File: src/rtl/gpf_pkg.sv
package gpf_pkg;
  // register map
  localparam logic [8:0] GAUGE_CFG_ADDR  = 9'h029;
  localparam logic [8:0] FLAGS_HIGH_ADDR = 9'h02a;
  localparam logic [8:0] FLAGS_LOW_ADDR  = 9'h02b;
  localparam logic [8:0] PF_SETUP_ADDR   = 9'h11f;
  localparam logic [8:0] EXTRA_LOW_ADDR  = 9'h139;
  localparam logic [8:0] STATUS_ADDR     = 9'h1f0;
  localparam logic [7:0] CFG_RESET       = 8'h00;
  // gauge config bits
  localparam int EDV_BASIS_BIT  = 3;
  localparam int OV_BASIS_BIT   = 2;
  localparam int CONT_FIX_BIT   = 1;
  localparam int ONE_SHOT_BIT   = 0;
  // high flag bits (b15..b8 held as 7..0)
  localparam int INT_TEMP_BIT   = 7;
  localparam int FE_CHECK_BIT   = 5;
  localparam int SLEEP_DIS_BIT  = 4;
  localparam int OT_ACTION_BIT  = 3;
  localparam int CHG_LED_BIT    = 2;
  localparam int FLAG_DELAY_BIT = 0;
  // low flag bits
  localparam int ALARM_LED_BIT  = 7;
  localparam int PRE_HI_BIT     = 6;
  localparam int PRE_LO_BIT     = 5;
  localparam int FIXED_PACK_BIT = 4;
  localparam int CHG_HOLD_BIT   = 3;
  localparam int DSG_HOT_BIT    = 0;
  // extra flag bits
  localparam int LONG_NAME_BIT  = 5;
  localparam int CMD_REMAP_BIT  = 4;
  localparam int CUR_OVR_BIT    = 3;
  localparam int LEVEL_CAP_BIT  = 2;
  localparam int VOLT_OVR_BIT   = 1;
  localparam int DEPLETED_BIT   = 0;
  localparam int PF_FE_BIT      = 3;
  // limits and codes
  localparam logic [4:0] MFR_LEN_LONG  = 5'd26;
  localparam logic [4:0] DEV_LEN_LONG  = 5'd22;
  localparam logic [4:0] MFR_LEN_SHORT = 5'd11;
  localparam logic [4:0] DEV_LEN_SHORT = 5'd7;
  localparam logic [7:0] CELL_CMD_BASE  = 8'h3c;
  localparam logic [7:0] CELL_CMD_REMAP = 8'h38;
  localparam logic [6:0] LEVEL_CAP      = 7'h63;
  // timing
  localparam int CLK_HZ        = 25000000;
  localparam int SLEEP_TIME_MS = 2000;
  localparam int DELAY_TIME_MS = 1000;
  localparam int SLEEP_CYCLES  = SLEEP_TIME_MS * (CLK_HZ / 1000);
  localparam int DELAY_CYCLES  = DELAY_TIME_MS * (CLK_HZ / 1000);
  localparam int FAULT_CYCLES  = DELAY_CYCLES;

  typedef enum logic [1:0] {
    GPF_PRE_ZERO_VOLT = 2'b00,
    GPF_PRE_CHARGE    = 2'b01,
    GPF_PRE_FRONT_END = 2'b10,
    GPF_PRE_UNDEFINED = 2'b11
  } gpf_pre_e;

  // measurements and reported values from the gauge core
  typedef struct packed {
    logic [15:0] lowest_cell_mv;
    logic [15:0] highest_cell_mv;
    logic [15:0] pack_mv;
    logic [15:0] end_of_discharge_voltage;
    logic [15:0] safety_mv;
    logic [15:0] precharge_mv;
    logic [2:0]  cell_count;
    logic [15:0] int_temp;
    logic [15:0] ext_temp;
    logic [15:0] chg_current;
    logic [15:0] chg_voltage;
    logic [6:0]  relative_charge_level;
    logic [6:0]  absolute_charge_level;
  } gpf_meas_s;

  // gauge events, all levels on sys_clk
  typedef struct packed {
    logic discharge_state_bit;
    logic fully_charged_bit;
    logic overtemp;
    logic cell_ov_raw;
    logic cell_uv_raw;
    logic capacity_alarm;
    logic charge_term;
    logic chg_fail;
    logic dsg_fail;
    logic pack_removed;
    logic opposite_current;
    logic avg_below_clear;
    logic depleted;
    logic precharge_req;
    logic afe_comm_err;
  } gpf_event_s;

  // switch controls
  typedef struct packed {
    logic chg_fet_on;
    logic dsg_fet_on;
    logic zero_volt_charge_switch;
    logic front_end_precharge_switch;
  } gpf_fet_s;
endpackage

File: src/rtl/gpf_sync3.sv
`timescale 1ns/10ps
// three-stage pin synchroniser; output moves when stages two and three agree
module gpf_sync3 (
  input  wire logic sys_clk,
  input  wire logic reset_n,
  input  wire logic pin,
  output logic      level
);
  logic s1;
  logic s2;
  logic s3;

  // s1 feeds only s2
  always_ff @(posedge sys_clk or negedge reset_n) begin
    if (!reset_n) begin
      s1    <= 1'b1;
      s2    <= 1'b1;
      s3    <= 1'b1;
      level <= 1'b1;
    end else begin
      s1 <= pin;
      s2 <= s1;
      s3 <= s2;
      if (s2 == s3) begin
        level <= s3;
      end
    end
  end
endmodule

File: src/rtl/gpf_hold_timer.sv
`timescale 1ns/10ps
// raises done once cond has held for COUNT cycles; drops with cond
module gpf_hold_timer #(
  parameter int COUNT = 16
) (
  input  wire logic sys_clk,
  input  wire logic reset_n,
  input  wire logic cond,
  output logic      done
);
  localparam int CW = $clog2(COUNT + 1);
  localparam logic [CW-1:0] LAST = CW'(COUNT - 1);
  logic [CW-1:0] count;

  // count while held, saturate at the end
  always_ff @(posedge sys_clk or negedge reset_n) begin
    if (!reset_n) begin
      count <= '0;
      done  <= 1'b0;
    end else if (!cond) begin
      count <= '0;
      done  <= 1'b0;
    end else if (count == LAST) begin
      done <= 1'b1;
    end else begin
      count <= count + 1'b1;
    end
  end
endmodule

File: src/rtl/gpf_policy_regs.sv
`timescale 1ns/10ps
module gpf_policy_regs #(
  parameter int SLEEP_CNT = gpf_pkg::SLEEP_CYCLES,
  parameter int DELAY_CNT = gpf_pkg::DELAY_CYCLES,
  parameter int FAULT_CNT = gpf_pkg::FAULT_CYCLES
) (
  input  wire logic               sys_clk,
  input  wire logic               reset_n,
  input  wire logic [8:0]         reg_addr,
  input  wire logic [7:0]         reg_wdata,
  input  wire logic               reg_wr,
  input  wire logic               reg_rd,
  output logic [7:0]              reg_rdata,
  input  wire logic               smbus_clk_pin,
  input  wire logic               smbus_data_pin,
  input  wire gpf_pkg::gpf_meas_s meas,
  input  wire gpf_pkg::gpf_event_s ev,
  input  wire logic [7:0]         cmd_code,
  output gpf_pkg::gpf_fet_s       fet,
  output logic                    edv_reached,
  output logic                    safety_ov,
  output logic                    midrange_fix_req,
  output logic [15:0]             temp_out,
  output logic                    afe_check_en,
  output logic                    afe_pf_en,
  output logic                    afe_comm_fault,
  output logic                    sleep_req,
  output logic                    led_on,
  output logic                    led_blink,
  output logic                    cell_overvoltage_flag,
  output logic                    cell_undervoltage_flag,
  output logic                    fail_active,
  output logic [4:0]              mfr_name_max,
  output logic [4:0]              dev_name_max,
  output logic                    cell_cmd_hit,
  output logic [1:0]              cell_cmd_index,
  output logic [15:0]             rpt_chg_current,
  output logic [15:0]             rpt_chg_voltage,
  output logic [6:0]              rpt_relative_level,
  output logic [6:0]              rpt_absolute_level
);
  import gpf_pkg::*;

  // configuration bytes as written by software
  logic [7:0] gauge_cfg;
  logic [7:0] feature_flags_high;
  logic [7:0] feature_flags_low;
  logic [7:0] extra_feature_flags_low;
  logic [7:0] permanent_failure_setup;

  // latched policy state
  logic       one_shot_done;
  logic       chg_fail_held;
  logic       dsg_fail_held;
  logic       term_seen;

  // named configuration fields
  wire end_discharge_basis_sel  = gauge_cfg[EDV_BASIS_BIT];
  wire safety_overvoltage_basis = gauge_cfg[OV_BASIS_BIT];
  wire continuous_midrange_fix  = gauge_cfg[CONT_FIX_BIT];
  wire one_shot_midrange_fix    = gauge_cfg[ONE_SHOT_BIT];

  // high flag byte
  wire internal_temp_sensor_sel = feature_flags_high[INT_TEMP_BIT];
  wire front_end_comm_check     = feature_flags_high[FE_CHECK_BIT];
  wire sleep_disable            = feature_flags_high[SLEEP_DIS_BIT];
  wire overtemp_fet_action      = feature_flags_high[OT_ACTION_BIT];
  wire charging_led_enable      = feature_flags_high[CHG_LED_BIT];
  wire cell_flag_delay          = feature_flags_high[FLAG_DELAY_BIT];

  // low flag byte
  wire alarm_led_style          = feature_flags_low[ALARM_LED_BIT];
  wire fixed_pack_mode          = feature_flags_low[FIXED_PACK_BIT];
  wire charge_switch_hold       = feature_flags_low[CHG_HOLD_BIT];
  wire discharge_switch_hold_hot = feature_flags_low[DSG_HOT_BIT];

  // extra flag byte
  wire long_name_enable         = extra_feature_flags_low[LONG_NAME_BIT];
  wire cell_command_remap       = extra_feature_flags_low[CMD_REMAP_BIT];
  wire charge_current_override  = extra_feature_flags_low[CUR_OVR_BIT];
  wire charge_level_cap         = extra_feature_flags_low[LEVEL_CAP_BIT];
  wire charge_voltage_override  = extra_feature_flags_low[VOLT_OVR_BIT];
  wire depleted_charge_switch_on = extra_feature_flags_low[DEPLETED_BIT];

  // precharge switch code
  wire precharge_sel_hi         = feature_flags_low[PRE_HI_BIT];
  wire precharge_sel_lo         = feature_flags_low[PRE_LO_BIT];
  gpf_pre_e pre_sel;
  assign pre_sel = gpf_pre_e'({precharge_sel_hi, precharge_sel_lo});

  // register bus decode
  wire sel_gauge  = reg_addr == GAUGE_CFG_ADDR;
  wire sel_high   = reg_addr == FLAGS_HIGH_ADDR;
  wire sel_low    = reg_addr == FLAGS_LOW_ADDR;
  wire sel_pf     = reg_addr == PF_SETUP_ADDR;
  wire sel_extra  = reg_addr == EXTRA_LOW_ADDR;
  wire sel_status = reg_addr == STATUS_ADDR;

  // bus pin synchronisers, sleep timer and cell flag and fault hold timers
  logic scl_level;
  logic sda_level;
  logic bus_idle_done;
  logic ov_delay_done;
  logic uv_delay_done;
  logic low_current_done;

  // timer start conditions
  wire bus_low       = !scl_level && !sda_level;
  wire ov_raw_held   = ev.cell_ov_raw;
  wire uv_raw_held   = ev.cell_uv_raw;
  wire fail_low_curr = ev.avg_below_clear && (chg_fail_held || dsg_fail_held);

  gpf_sync3 u_sync_scl (
    .sys_clk (sys_clk),
    .reset_n (reset_n),
    .pin     (smbus_clk_pin),
    .level   (scl_level)
  );

  gpf_sync3 u_sync_sda (
    .sys_clk (sys_clk),
    .reset_n (reset_n),
    .pin     (smbus_data_pin),
    .level   (sda_level)
  );

  gpf_hold_timer #(.COUNT(SLEEP_CNT)) u_sleep_timer (
    .sys_clk (sys_clk),
    .reset_n (reset_n),
    .cond    (bus_low),
    .done    (bus_idle_done)
  );

  gpf_hold_timer #(.COUNT(DELAY_CNT)) u_ov_delay (
    .sys_clk (sys_clk),
    .reset_n (reset_n),
    .cond    (ov_raw_held),
    .done    (ov_delay_done)
  );

  gpf_hold_timer #(.COUNT(DELAY_CNT)) u_uv_delay (
    .sys_clk (sys_clk),
    .reset_n (reset_n),
    .cond    (uv_raw_held),
    .done    (uv_delay_done)
  );

  gpf_hold_timer #(.COUNT(FAULT_CNT)) u_fault_timer (
    .sys_clk (sys_clk),
    .reset_n (reset_n),
    .cond    (fail_low_curr),
    .done    (low_current_done)
  );

  // voltage judgements
  wire [15:0] edv_source   = end_discharge_basis_sel ? meas.pack_mv : meas.lowest_cell_mv;
  wire [18:0] cell_product = meas.highest_cell_mv * meas.cell_count;
  wire [18:0] ov_source    = safety_overvoltage_basis ? cell_product : {3'h0, meas.pack_mv};

  // threshold compares
  wire next_edv_reached    = edv_source < meas.end_of_discharge_voltage;
  wire next_safety_ov      = ov_source > {3'h0, meas.safety_mv};

  // midrange correction requests
  wire one_shot_fire = one_shot_midrange_fix && !one_shot_done;
  wire next_midrange = continuous_midrange_fix || one_shot_fire;

  // temperature source and front-end checking
  wire [15:0] next_temp = internal_temp_sensor_sel ? meas.int_temp : meas.ext_temp;
  wire next_pf_en       = front_end_comm_check && permanent_failure_setup[PF_FE_BIT];
  wire next_sleep       = !sleep_disable && bus_idle_done;

  // capacity display
  wire leds_allowed   = ev.discharge_state_bit || charging_led_enable;
  wire alarm_dark     = ev.capacity_alarm && alarm_led_style;
  wire next_led_on    = leds_allowed && !alarm_dark;
  wire next_led_blink = next_led_on && ev.capacity_alarm;

  // cell flags, optionally held back
  wire next_cell_ov = cell_flag_delay ? ov_delay_done : ev.cell_ov_raw;
  wire next_cell_uv = cell_flag_delay ? uv_delay_done : ev.cell_uv_raw;

  // failure clearing
  wire fixed_clear = fixed_pack_mode && (ev.opposite_current || low_current_done);
  wire fail_clear  = ev.pack_removed || fixed_clear;
  wire next_chg_fail = ev.chg_fail || (chg_fail_held && !fail_clear);
  wire next_dsg_fail = ev.dsg_fail || (dsg_fail_held && !fail_clear);
  wire next_term     = ev.charge_term || (term_seen && !ev.discharge_state_bit && !ev.pack_removed);

  // switch decisions
  wire ot_hit      = overtemp_fet_action && ev.overtemp;
  wire in_charge   = !ev.discharge_state_bit;
  wire ot_dsg_off  = ot_hit && !(in_charge && discharge_switch_hold_hot);

  // failure shut-off, opposite switch kept in fixed pack
  wire fail_chg_off = chg_fail_held || (dsg_fail_held && !fixed_pack_mode);
  wire fail_dsg_off = dsg_fail_held || (chg_fail_held && !fixed_pack_mode);

  // termination, depleted and precharge
  wire term_off    = term_seen && !charge_switch_hold;
  wire dep_on      = depleted_charge_switch_on && ev.depleted
                     && (meas.lowest_cell_mv > meas.precharge_mv);
  wire pre_chg     = ev.precharge_req && (pre_sel == GPF_PRE_CHARGE);
  wire chg_normal  = !ot_hit && !fail_chg_off && !term_off && !ev.precharge_req;

  // next switch states
  gpf_fet_s next_fet;
  assign next_fet.chg_fet_on = dep_on || pre_chg || chg_normal;
  assign next_fet.dsg_fet_on = !ot_dsg_off && !fail_dsg_off;
  assign next_fet.zero_volt_charge_switch = ev.precharge_req && (pre_sel == GPF_PRE_ZERO_VOLT);
  assign next_fet.front_end_precharge_switch = ev.precharge_req && (pre_sel == GPF_PRE_FRONT_END);

  // command mapping and name lengths
  wire [7:0] cell_base  = cell_command_remap ? CELL_CMD_REMAP : CELL_CMD_BASE;
  wire next_cmd_hit     = cmd_code[7:2] == cell_base[7:2];
  wire [4:0] next_mfr   = long_name_enable ? MFR_LEN_LONG : MFR_LEN_SHORT;
  wire [4:0] next_dev   = long_name_enable ? DEV_LEN_LONG : DEV_LEN_SHORT;

  // other registered outputs
  wire       next_afe_fault   = front_end_comm_check && ev.afe_comm_err;
  wire       next_fail_active = chg_fail_held || dsg_fail_held;
  wire [1:0] next_index       = cmd_code[1:0];

  // reporting overrides
  wire zero_cur  = charge_current_override && ev.discharge_state_bit;
  wire zero_volt = charge_voltage_override && ev.fully_charged_bit;

  // level cap until a valid termination
  wire cap_on    = charge_level_cap && !term_seen;
  wire [6:0] cap_rel = (meas.relative_charge_level > LEVEL_CAP) ? LEVEL_CAP : meas.relative_charge_level;
  wire [6:0] cap_abs = (meas.absolute_charge_level > LEVEL_CAP) ? LEVEL_CAP : meas.absolute_charge_level;

  // status and read selection
  wire [7:0] status_word = {1'b0, sleep_req, one_shot_done, term_seen,
                            dsg_fail_held, chg_fail_held,
                            cell_undervoltage_flag, cell_overvoltage_flag};

  // read mux, zero outside the answer cycle
  wire [7:0] next_rdata = !reg_rd     ? 8'h00 :
                          sel_gauge   ? gauge_cfg :
                          sel_high    ? feature_flags_high :
                          sel_low     ? feature_flags_low :
                          sel_pf      ? permanent_failure_setup :
                          sel_extra   ? extra_feature_flags_low :
                          sel_status  ? status_word : 8'h00;

  // configuration writes
  always_ff @(posedge sys_clk or negedge reset_n) begin
    if (!reset_n) begin
      gauge_cfg               <= CFG_RESET;
      feature_flags_high      <= CFG_RESET;
      feature_flags_low       <= CFG_RESET;
      extra_feature_flags_low <= CFG_RESET;
      permanent_failure_setup <= CFG_RESET;
    end else if (reg_wr) begin
      if (sel_gauge) gauge_cfg <= reg_wdata;
      if (sel_high) feature_flags_high <= reg_wdata;
      if (sel_low) feature_flags_low <= reg_wdata;
      if (sel_pf) permanent_failure_setup <= reg_wdata;
      if (sel_extra) extra_feature_flags_low <= reg_wdata;
    end
  end

  // internal state; a new failure beats a clear in the same cycle
  always_ff @(posedge sys_clk or negedge reset_n) begin
    if (!reset_n) begin
      one_shot_done <= 1'b0;
      chg_fail_held <= 1'b0;
      dsg_fail_held <= 1'b0;
      term_seen     <= 1'b0;
    end else begin
      one_shot_done <= one_shot_done || one_shot_fire;
      chg_fail_held <= next_chg_fail;
      dsg_fail_held <= next_dsg_fail;
      term_seen     <= next_term;
    end
  end

  // judgement and control outputs
  always_ff @(posedge sys_clk or negedge reset_n) begin
    if (!reset_n) begin
      reg_rdata        <= 8'h00;
      fet              <= '0;
      edv_reached      <= 1'b0;
      safety_ov        <= 1'b0;
      midrange_fix_req <= 1'b0;
      temp_out         <= 16'h0000;
    end else begin
      reg_rdata        <= next_rdata;
      fet              <= next_fet;
      edv_reached      <= next_edv_reached;
      safety_ov        <= next_safety_ov;
      midrange_fix_req <= next_midrange;
      temp_out         <= next_temp;
    end
  end

  // front-end, sleep and display outputs
  always_ff @(posedge sys_clk or negedge reset_n) begin
    if (!reset_n) begin
      afe_check_en     <= 1'b0;
      afe_pf_en        <= 1'b0;
      afe_comm_fault   <= 1'b0;
      sleep_req        <= 1'b0;
      led_on           <= 1'b0;
      led_blink        <= 1'b0;
    end else begin
      afe_check_en     <= front_end_comm_check;
      afe_pf_en        <= next_pf_en;
      afe_comm_fault   <= next_afe_fault;
      sleep_req        <= next_sleep;
      led_on           <= next_led_on;
      led_blink        <= next_led_blink;
    end
  end

  // flags, map and reported values
  always_ff @(posedge sys_clk or negedge reset_n) begin
    if (!reset_n) begin
      cell_overvoltage_flag  <= 1'b0;
      cell_undervoltage_flag <= 1'b0;
      fail_active            <= 1'b0;
      mfr_name_max           <= MFR_LEN_SHORT;
      dev_name_max           <= DEV_LEN_SHORT;
      cell_cmd_hit           <= 1'b0;
      cell_cmd_index         <= 2'b00;
      rpt_chg_current        <= 16'h0000;
      rpt_chg_voltage        <= 16'h0000;
      rpt_relative_level     <= 7'h00;
      rpt_absolute_level     <= 7'h00;
    end else begin
      cell_overvoltage_flag  <= next_cell_ov;
      cell_undervoltage_flag <= next_cell_uv;
      fail_active            <= next_fail_active;
      mfr_name_max           <= next_mfr;
      dev_name_max           <= next_dev;
      cell_cmd_hit           <= next_cmd_hit;
      cell_cmd_index         <= next_index;
      rpt_chg_current        <= zero_cur ? 16'h0000 : meas.chg_current;
      rpt_chg_voltage        <= zero_volt ? 16'h0000 : meas.chg_voltage;
      rpt_relative_level     <= cap_on ? cap_rel : meas.relative_charge_level;
      rpt_absolute_level     <= cap_on ? cap_abs : meas.absolute_charge_level;
    end
  end
endmodule

File: config.mk
export PLATFORM = sky130hd
export DESIGN_NAME = gpf_policy_regs
export DESIGN_NICKNAME = d
export VERILOG_FILES = /design/src/rtl/gpf_pkg.sv /design/src/rtl/gpf_sync3.sv /design/src/rtl/gpf_hold_timer.sv /design/src/rtl/gpf_policy_regs.sv
export SDC_FILE = /design/constraint.sdc
export NUM_CORES = 1
export LEC_CHECK = 0
export BUFFER_PORTS_ARGS = -buffer_cell sky130_fd_sc_hd__buf_2
export CELL_PAD_IN_SITES_DETAIL_PLACEMENT = 0
export CELL_PAD_IN_SITES_GLOBAL_PLACEMENT = 1
export CORE_MARGIN = 8
export CORE_UTILIZATION = 42
export CTS_CLUSTER_DIAMETER = 60
export CTS_CLUSTER_SIZE = 40
export DETAILED_ROUTE_END_ITERATION = 12
export PLACE_DENSITY = 0.85
export SYNTH_ARGS = -nofsm -noshare
export SYNTH_HDL_FRONTEND = slang
export SYNTH_HIERARCHICAL = 1
export SYNTH_SLANG_ARGS = --single-unit
export TNS_END_PERCENT = 5
File: constraint.sdc
create_clock -name sys_clk -period 3.2 [get_ports sys_clk]
set_input_delay 0.32 -clock sys_clk [delete_from_list [all_inputs] [get_ports sys_clk]]
set_output_delay 0.32 -clock sys_clk [all_outputs]
set_load 0.005 [all_outputs]
# ---- Word-level counts from Yosys, hierarchy flattened
# Index checks and enable logic that the tools add are counted.
dict set report classes {
  addsub 4
  mul 1
  magnitude_cmp 5
  eq_ne 23
  mux 37
  reduce_logical 69
}
# op count
set op_table {}
lappend op_table {{two-way mux 25 bit} 6}
lappend op_table {{adder 25 x 1 -> 25 bit (second input constant)} 3}
lappend op_table {{equality test 25 bit (second input constant)} 3}
lappend op_table {{two-way mux 16 bit} 4}
lappend op_table {{two-way mux 26 bit} 2}
lappend op_table {{two-way mux 8 bit} 6}
lappend op_table {{two-way mux 7 bit} 5}
lappend op_table {{logical AND 1 bit} 32}
lappend op_table {{equality test 9 x 6 -> 1 bit (second input constant)} 3}
lappend op_table {{equality test 9 bit (second input constant)} 3}
lappend op_table {{adder 26 x 1 -> 26 bit (second input constant)} 1}
lappend op_table {{equality test 26 bit (second input constant)} 1}
lappend op_table {{greater-than comparator 19 x 16 -> 1 bit} 1}
lappend op_table {{multiplier 16 x 3 -> 19 bit} 1}
lappend op_table {{two-way mux 19 bit} 1}
lappend op_table {{zero test 1 bit} 18}
lappend op_table {{greater-than comparator 16 bit} 1}
lappend op_table {{less-than comparator 16 bit} 1}
lappend op_table {{greater-than comparator 7 bit (second input constant)} 2}
lappend op_table {{logical OR 1 bit} 13}
lappend op_table {{inequality test 2 bit (second input constant)} 6}
lappend op_table {{two-way mux 1 bit} 10}
lappend op_table {{two-way mux 5 bit} 2}
lappend op_table {{AND reduction 2 bit} 5}
lappend op_table {{other kinds (7)} 9}
dict set report word_totals {
  reg_bits 256
  output_inout_bits 99
  word_cells 190
}

# ---- Logic depth before layout (Yosys ltp)
dict set report logic_depth {
  depth_word 8
  mapped_depth 19
  ltp_nobuf 18
}

# ---- Hierarchy
# Netlist, hierarchy kept.
# mod instances cells_each area_per_inst_um2 seq_area_each_um2
set by_module_without_submodules {}
lappend by_module_without_submodules {gpf_policy_regs 1 757 7958.9 3379.5}
lappend by_module_without_submodules {{gpf_hold_timer (u_fault_timer ...)} 3 136 1347.5 650.6}
lappend by_module_without_submodules {{gpf_hold_timer (u_sleep_timer)} 1 153 1411.4 675.6}
lappend by_module_without_submodules {gpf_sync3 2 5 116.4 105.1}

# ---- Worst setup path before layout
# Ideal clock, no wire load.
dict set report synth_path {
  path_type {input -> register}
  startpoint {input port meas[79] (netlist bit)}
  endpoint {register safety_ov}
  setup_time_ns 0.124
  arrival_ns 4.142
  t_required_ns 3.076
  path_slack_ns -1.066
  path_stages 18
  path_buffers 1
  cell_sequence {clkbuf_1 -> nand2_1 -> fa_1 -> inv_1 -> ha_1 -> fa_1 -> a211o_1 -> o211ai_1 -> a21oi_1 -> o21ai_0 -> xor2_1 -> a21oi_1 -> ha_1 -> a21o_1 -> a21o_1 -> a2111oi_0 -> a21oi_1 -> a211o_1}
}
dict set report synth_via {
  elab_chain_cells 3
}
# element line
set synth_lines {}
lappend synth_lines {{start: declaration} gpf_policy_regs.sv:16} ;# input wire gpf_pkg::gpf_meas_s meas,
lappend synth_lines {{multiplier 16 x 3 -> 19 bit} gpf_policy_regs.sv:157} ;# wire [18:0] cell_product = meas.highest_cell_mv * meas.cell_count;
lappend synth_lines {{two-way mux 19 bit} gpf_policy_regs.sv:158} ;# wire [18:0] ov_source = safety_overvoltage_basis ? cell_product : {3'h0, meas.pack_mv};
lappend synth_lines {{greater-than comparator 19 x 16 -> 1 bit} gpf_policy_regs.sv:162} ;# wire next_safety_ov = ov_source > {3'h0, meas.safety_mv};
lappend synth_lines {{via next_safety_ov} gpf_policy_regs.sv:162}
lappend synth_lines {{end signal: assignment} gpf_policy_regs.sv:292} ;# safety_ov <= next_safety_ov;
lappend synth_lines {{end: declaration} gpf_policy_regs.sv:21} ;# output logic safety_ov,
# The timed path passes the listed nets, and every way through them passes these cells.
# A chain may end at the register's enable or synchronous reset.

# ---- Worst setup path after layout
dict set report layout_path {
  startpoint {input port meas[156] (netlist bit)}
  endpoint {register safety_ov}
}
# The elaborated chain is that of the path after synthesis.

==> results.toml <==
[grt]
grt-ovfl-total = 0
grt_max_degree = 100
grt_pass1_vias = 11720
grtUsageTotal = 0.194
antenna_found_initial = 6
grt_pass1_wl_mm = 60.8

[cts]
htreeDepth = 1
root_buffer = "clkbuf_16"
cts_max_path_buffers = 3
clkLatencyLatePin_ns = 0.51
numCtsBuffers = 19
cts.sinks = 248
path_clk_slew_ns = 0.09
cts_tree = "yes"

[worst_setup_path]
worstSetupEndpointType = "flip-flop"
critPathMaxStageDelay_ns = 0.53
critPathTopFamily = "compound AO/OA/AOI/OAI gates"
cp.arrival_ns = 3.82
crit_buf_inv = 3
setup.worst_path.start_class = "primary input"
path_cells = "buf_2 -> nand2_4 -> fa_1 -> inv_1 -> ha_2 -> or3_4 -> or4_4 -> o2111ai_4 -> o21a_2 -> xnor2_1 -> mux2_4 -> ha_4 -> buf_4 -> a2111oi_4 -> a21oi_1 -> a211o_1"
critPathMaxFanout = 2
crit_slowest_cell = "fa_1"
critPathRequiredTime_ns = 3.60
path_class = "in2reg"

[place]
dpl.hpwl_mm = 29.5
place_ws_ns = -0.981
place_congestion = 0.936
port_buffers = 315
placed_area_mm2 = 0.0161

[power]
vdd_drop_max_uv = 462
p_total_mw = 6.83
leakage_nw = 8.44
powerDensity_mw_per_mm2 = 396

[status]
status = "finished with violations"
violations = "negative setup slack"

[synthesis]
synthTopCellsByCount = "239 x dfrtp_1, 116 x nand2_1, 95 x inv_1, 88 x and2_1, 81 x mux2_2"
syn-instance-count = 1328
synth_warnings = 6
synth-edff-count = 0
synth_ff_type = "dfrtp_1"
yosys.cell_types.count = 70
synth-seq-cells = 248
avgSynthCellArea_um2 = 10.3
netlist_area_mm2 = 0.0136
synth_top_area_cell = "dfrtp_1"
synth_area_leaders = "dfrtp_1 44%, mux2_2 6.7%, ha_1 6.3%, and2_1 4.0%, nand2_1 3.2%"
synth_seq_area_share = 0.456
async_flop_share = 1.00
yosysTopAreaCellShare = 0.438
yosysMostFrequentCell = "dfrtp_1"

[job]
timing.max_cap.violations = 0

[routing]
viasPerCell = 5.14
drtIter0Drc = 761
vias = 11148
dr.pass1.iters = 5
routed_wl_mm = 37.8
ant_nets = 0
drcViolationCount = 0
routedWlPerCell_um = 17.4

[sta]
skew_ns = 0.0315
period_needed_ns = 3.42
rsz0062_at_grt = "true"
drv_slew = 0
slew_headroom = 0.432
hold-worst-slack_ns = 0.0211
setup_viol = 1
finalHoldViolCount = 0
period_share = 1.07
layout_setup_ws_ns = -0.221
worst_pin_slew_ns = 0.852
fmax_mhz = 292

[final_layout]
fillers = 2879
fin_area_mm2 = 0.0172
syn_to_final_growth_pct = 26.2
drive_gt1_frac = 0.328
nNetsFinal = 2019

[hold_path]
hold_path_class = "in2reg"

[floorplan]
initial_core_util = 0.423
dieArea_mm2 = 0.0385
die_h_um = 196
rows = 66
io_pins = 322
core_mm2 = 0.0323
die_w_um = 196
==> metal layers <==
| layer | track usage | part of all wire | wire length [µm] | up-vias |
|---|---|---|---|---|
| met1 | 0.230 | 0.40 | 15200 | 5411 |
| met2 | 0.335 | 0.49 | 18600 | 308 |
| met5 | 0 | 0.0014 | 51 | - |
| li1 | - | - | - | 5350 |
| met4 | 0.0634 | 0.029 | 1090 | 8 |
| met3 | 0.0529 | 0.074 | 2810 | 71 |
==> through the flow <==
stage,setup TNS [ns],cells,util
2_1_floorplan,-0.630,1332,-
3_5_place_dp,-0.981,2099,0.499
6_report,-0.221,2168,0.534
5_1_grt,-0.375,2167,0.533
3_3_place_gp,-0.938,2099,0.499
4_1_cts,-0.213,2166,0.532
==> kinds of logic (layout without fill, tap and decap cells) <==
| logic type | count (synthesis) | in the layout | synth area share |
|---|---|---|---|
| compound gates | 193 | 193 | 0.0948 |
| buf+inv | 151 | 543 | 0.0450 |
| simple gates | 484 | 484 | 0.196 |
| fa+ha+maj | 86 | 86 | 0.0869 |
| xor+xnor | 72 | 72 | 0.0462 |
| mux | 92 | 92 | 0.0753 |
| flops | 248 | 248 | 0.456 |
| other cells | 2 | 8 | 0.000550 |
==> cell usage in the layout (no fill, tap or decap), types with 6 or more instances in the layout <==
master | netlist | final
fa_1 | 15 | 14
nor2_1 | 62 | 62
and4_1 | 11 | 11
and3_1 | 12 | 12
or3_1 | 12 | 11
o31ai_1 | 6 | 6
a21oi_1 | 45 | 42
and2_1 | 88 | 88
xor2_1 | 26 | 26
dfrtp_1 | 239 | 239
mux2_2 | 81 | 81
clkbuf_16 | 0 | 19
nor4_1 | 10 | 10
a22oi_1 | 9 | 9
dfstp_2 | 9 | 9
nand2b_1 | 9 | 9
a222oi_1 | 7 | 7
mux2i_1 | 10 | 10
ha_1 | 69 | 63
dlygate4sd3_1 | 0 | 33
o21a_1 | 18 | 18
a31oi_1 | 6 | 6
o21ai_0 | 31 | 29
nor3_1 | 20 | 20
xnor2_1 | 46 | 46
conb_1 | 2 | 6
a21o_1 | 18 | 18
buf_2 | 8 | 309
nand3_1 | 32 | 32
nand4_1 | 29 | 29
nand2_1 | 116 | 110
buf_4 | 8 | 65
nor2b_1 | 19 | 19
or2_2 | 10 | 10
inv_1 | 95 | 93
or4_1 | 16 | 15
a21boi_0 | 19 | 18
==> state kept, by name, summed over array words and instances, names as in the netlist, 2 cells and up <==
register and cells:
fet 4, rpt_relative_level 7, reg_rdata 8, cell_cmd_index 2, mfr_name_max 2, gauge_cfg 8
u_fault_timer/count 25, u_sleep_timer/count 26, temp_out 16, u_uv_delay/count 25, permanent_failure_setup 8, u_ov_delay/count 25
rpt_chg_voltage 16, extra_feature_flags_low 8, feature_flags_high 8, rpt_absolute_level 7, feature_flags_low 8, rpt_chg_current 16
==> final timing paths <==
check | startpoint | to | slack, ns | depth (start not counted)
max | meas[156] | safety_ov | -0.22 | 16
min | meas[16] | rpt_chg_voltage[2] | 0.02 | 2
max reg2reg | gauge_cfg[2] | safety_ov | 0.53 | 7
min reg2reg | u_sync_sda/s1 | u_sync_sda/s2 | 0.36 | 0
max in group asynchronous | reset_n | feature_flags_low[3] | 1.90 | 3
min in group asynchronous | reset_n | temp_out[2] | 0.42 | 2
==> layout make-up <==
type	instances	area (µm²)	share of cell area
Multi-Input combinational cell	933	6970	0.405
Sequential cell	248	6220	0.361
Timing Repair Buffer	415	2480	0.144
Tap cell	442	553	0.0321
Clock buffer	21	493	0.0286
Inverter	95	357	0.0207
Clock inverter	12	149	0.00864
Antenna cell	2	5.00	0.000291
==> where the power goes <==
part	switching, mW	total [mW]	internal (mW)
combinational	0.542	1.08	0.539
clock	1.21	2.46	1.25
sequential	0.0589	3.29	3.23
total	1.81	6.83	5.02
==> worst register-to-register path: stages, from the launching register on <==
cell	delay, ns
dfrtp_1	0.90
buf_4	0.30
mux2_4	0.32
ha_4	0.24
buf_4	0.14
a2111oi_4	0.33
a21oi_1	0.11
a211o_1	0.23
==> repair_timing <==
| item | 4_1_cts | 5_1_grt |
|---|---|---|
| resized for setup | 23 | 7 |
| pin swaps | 10 | 2 |
| hold buffers | 33 | 0 |
| endpoints found under the hold margin | 120 | 0 |
| setup endpoints to repair | 1 | 1 |
| cloned | 0 | 0 |
| setup buffers | 1 | 0 |
Note: power is estimated with default switching activity, not from simulation.
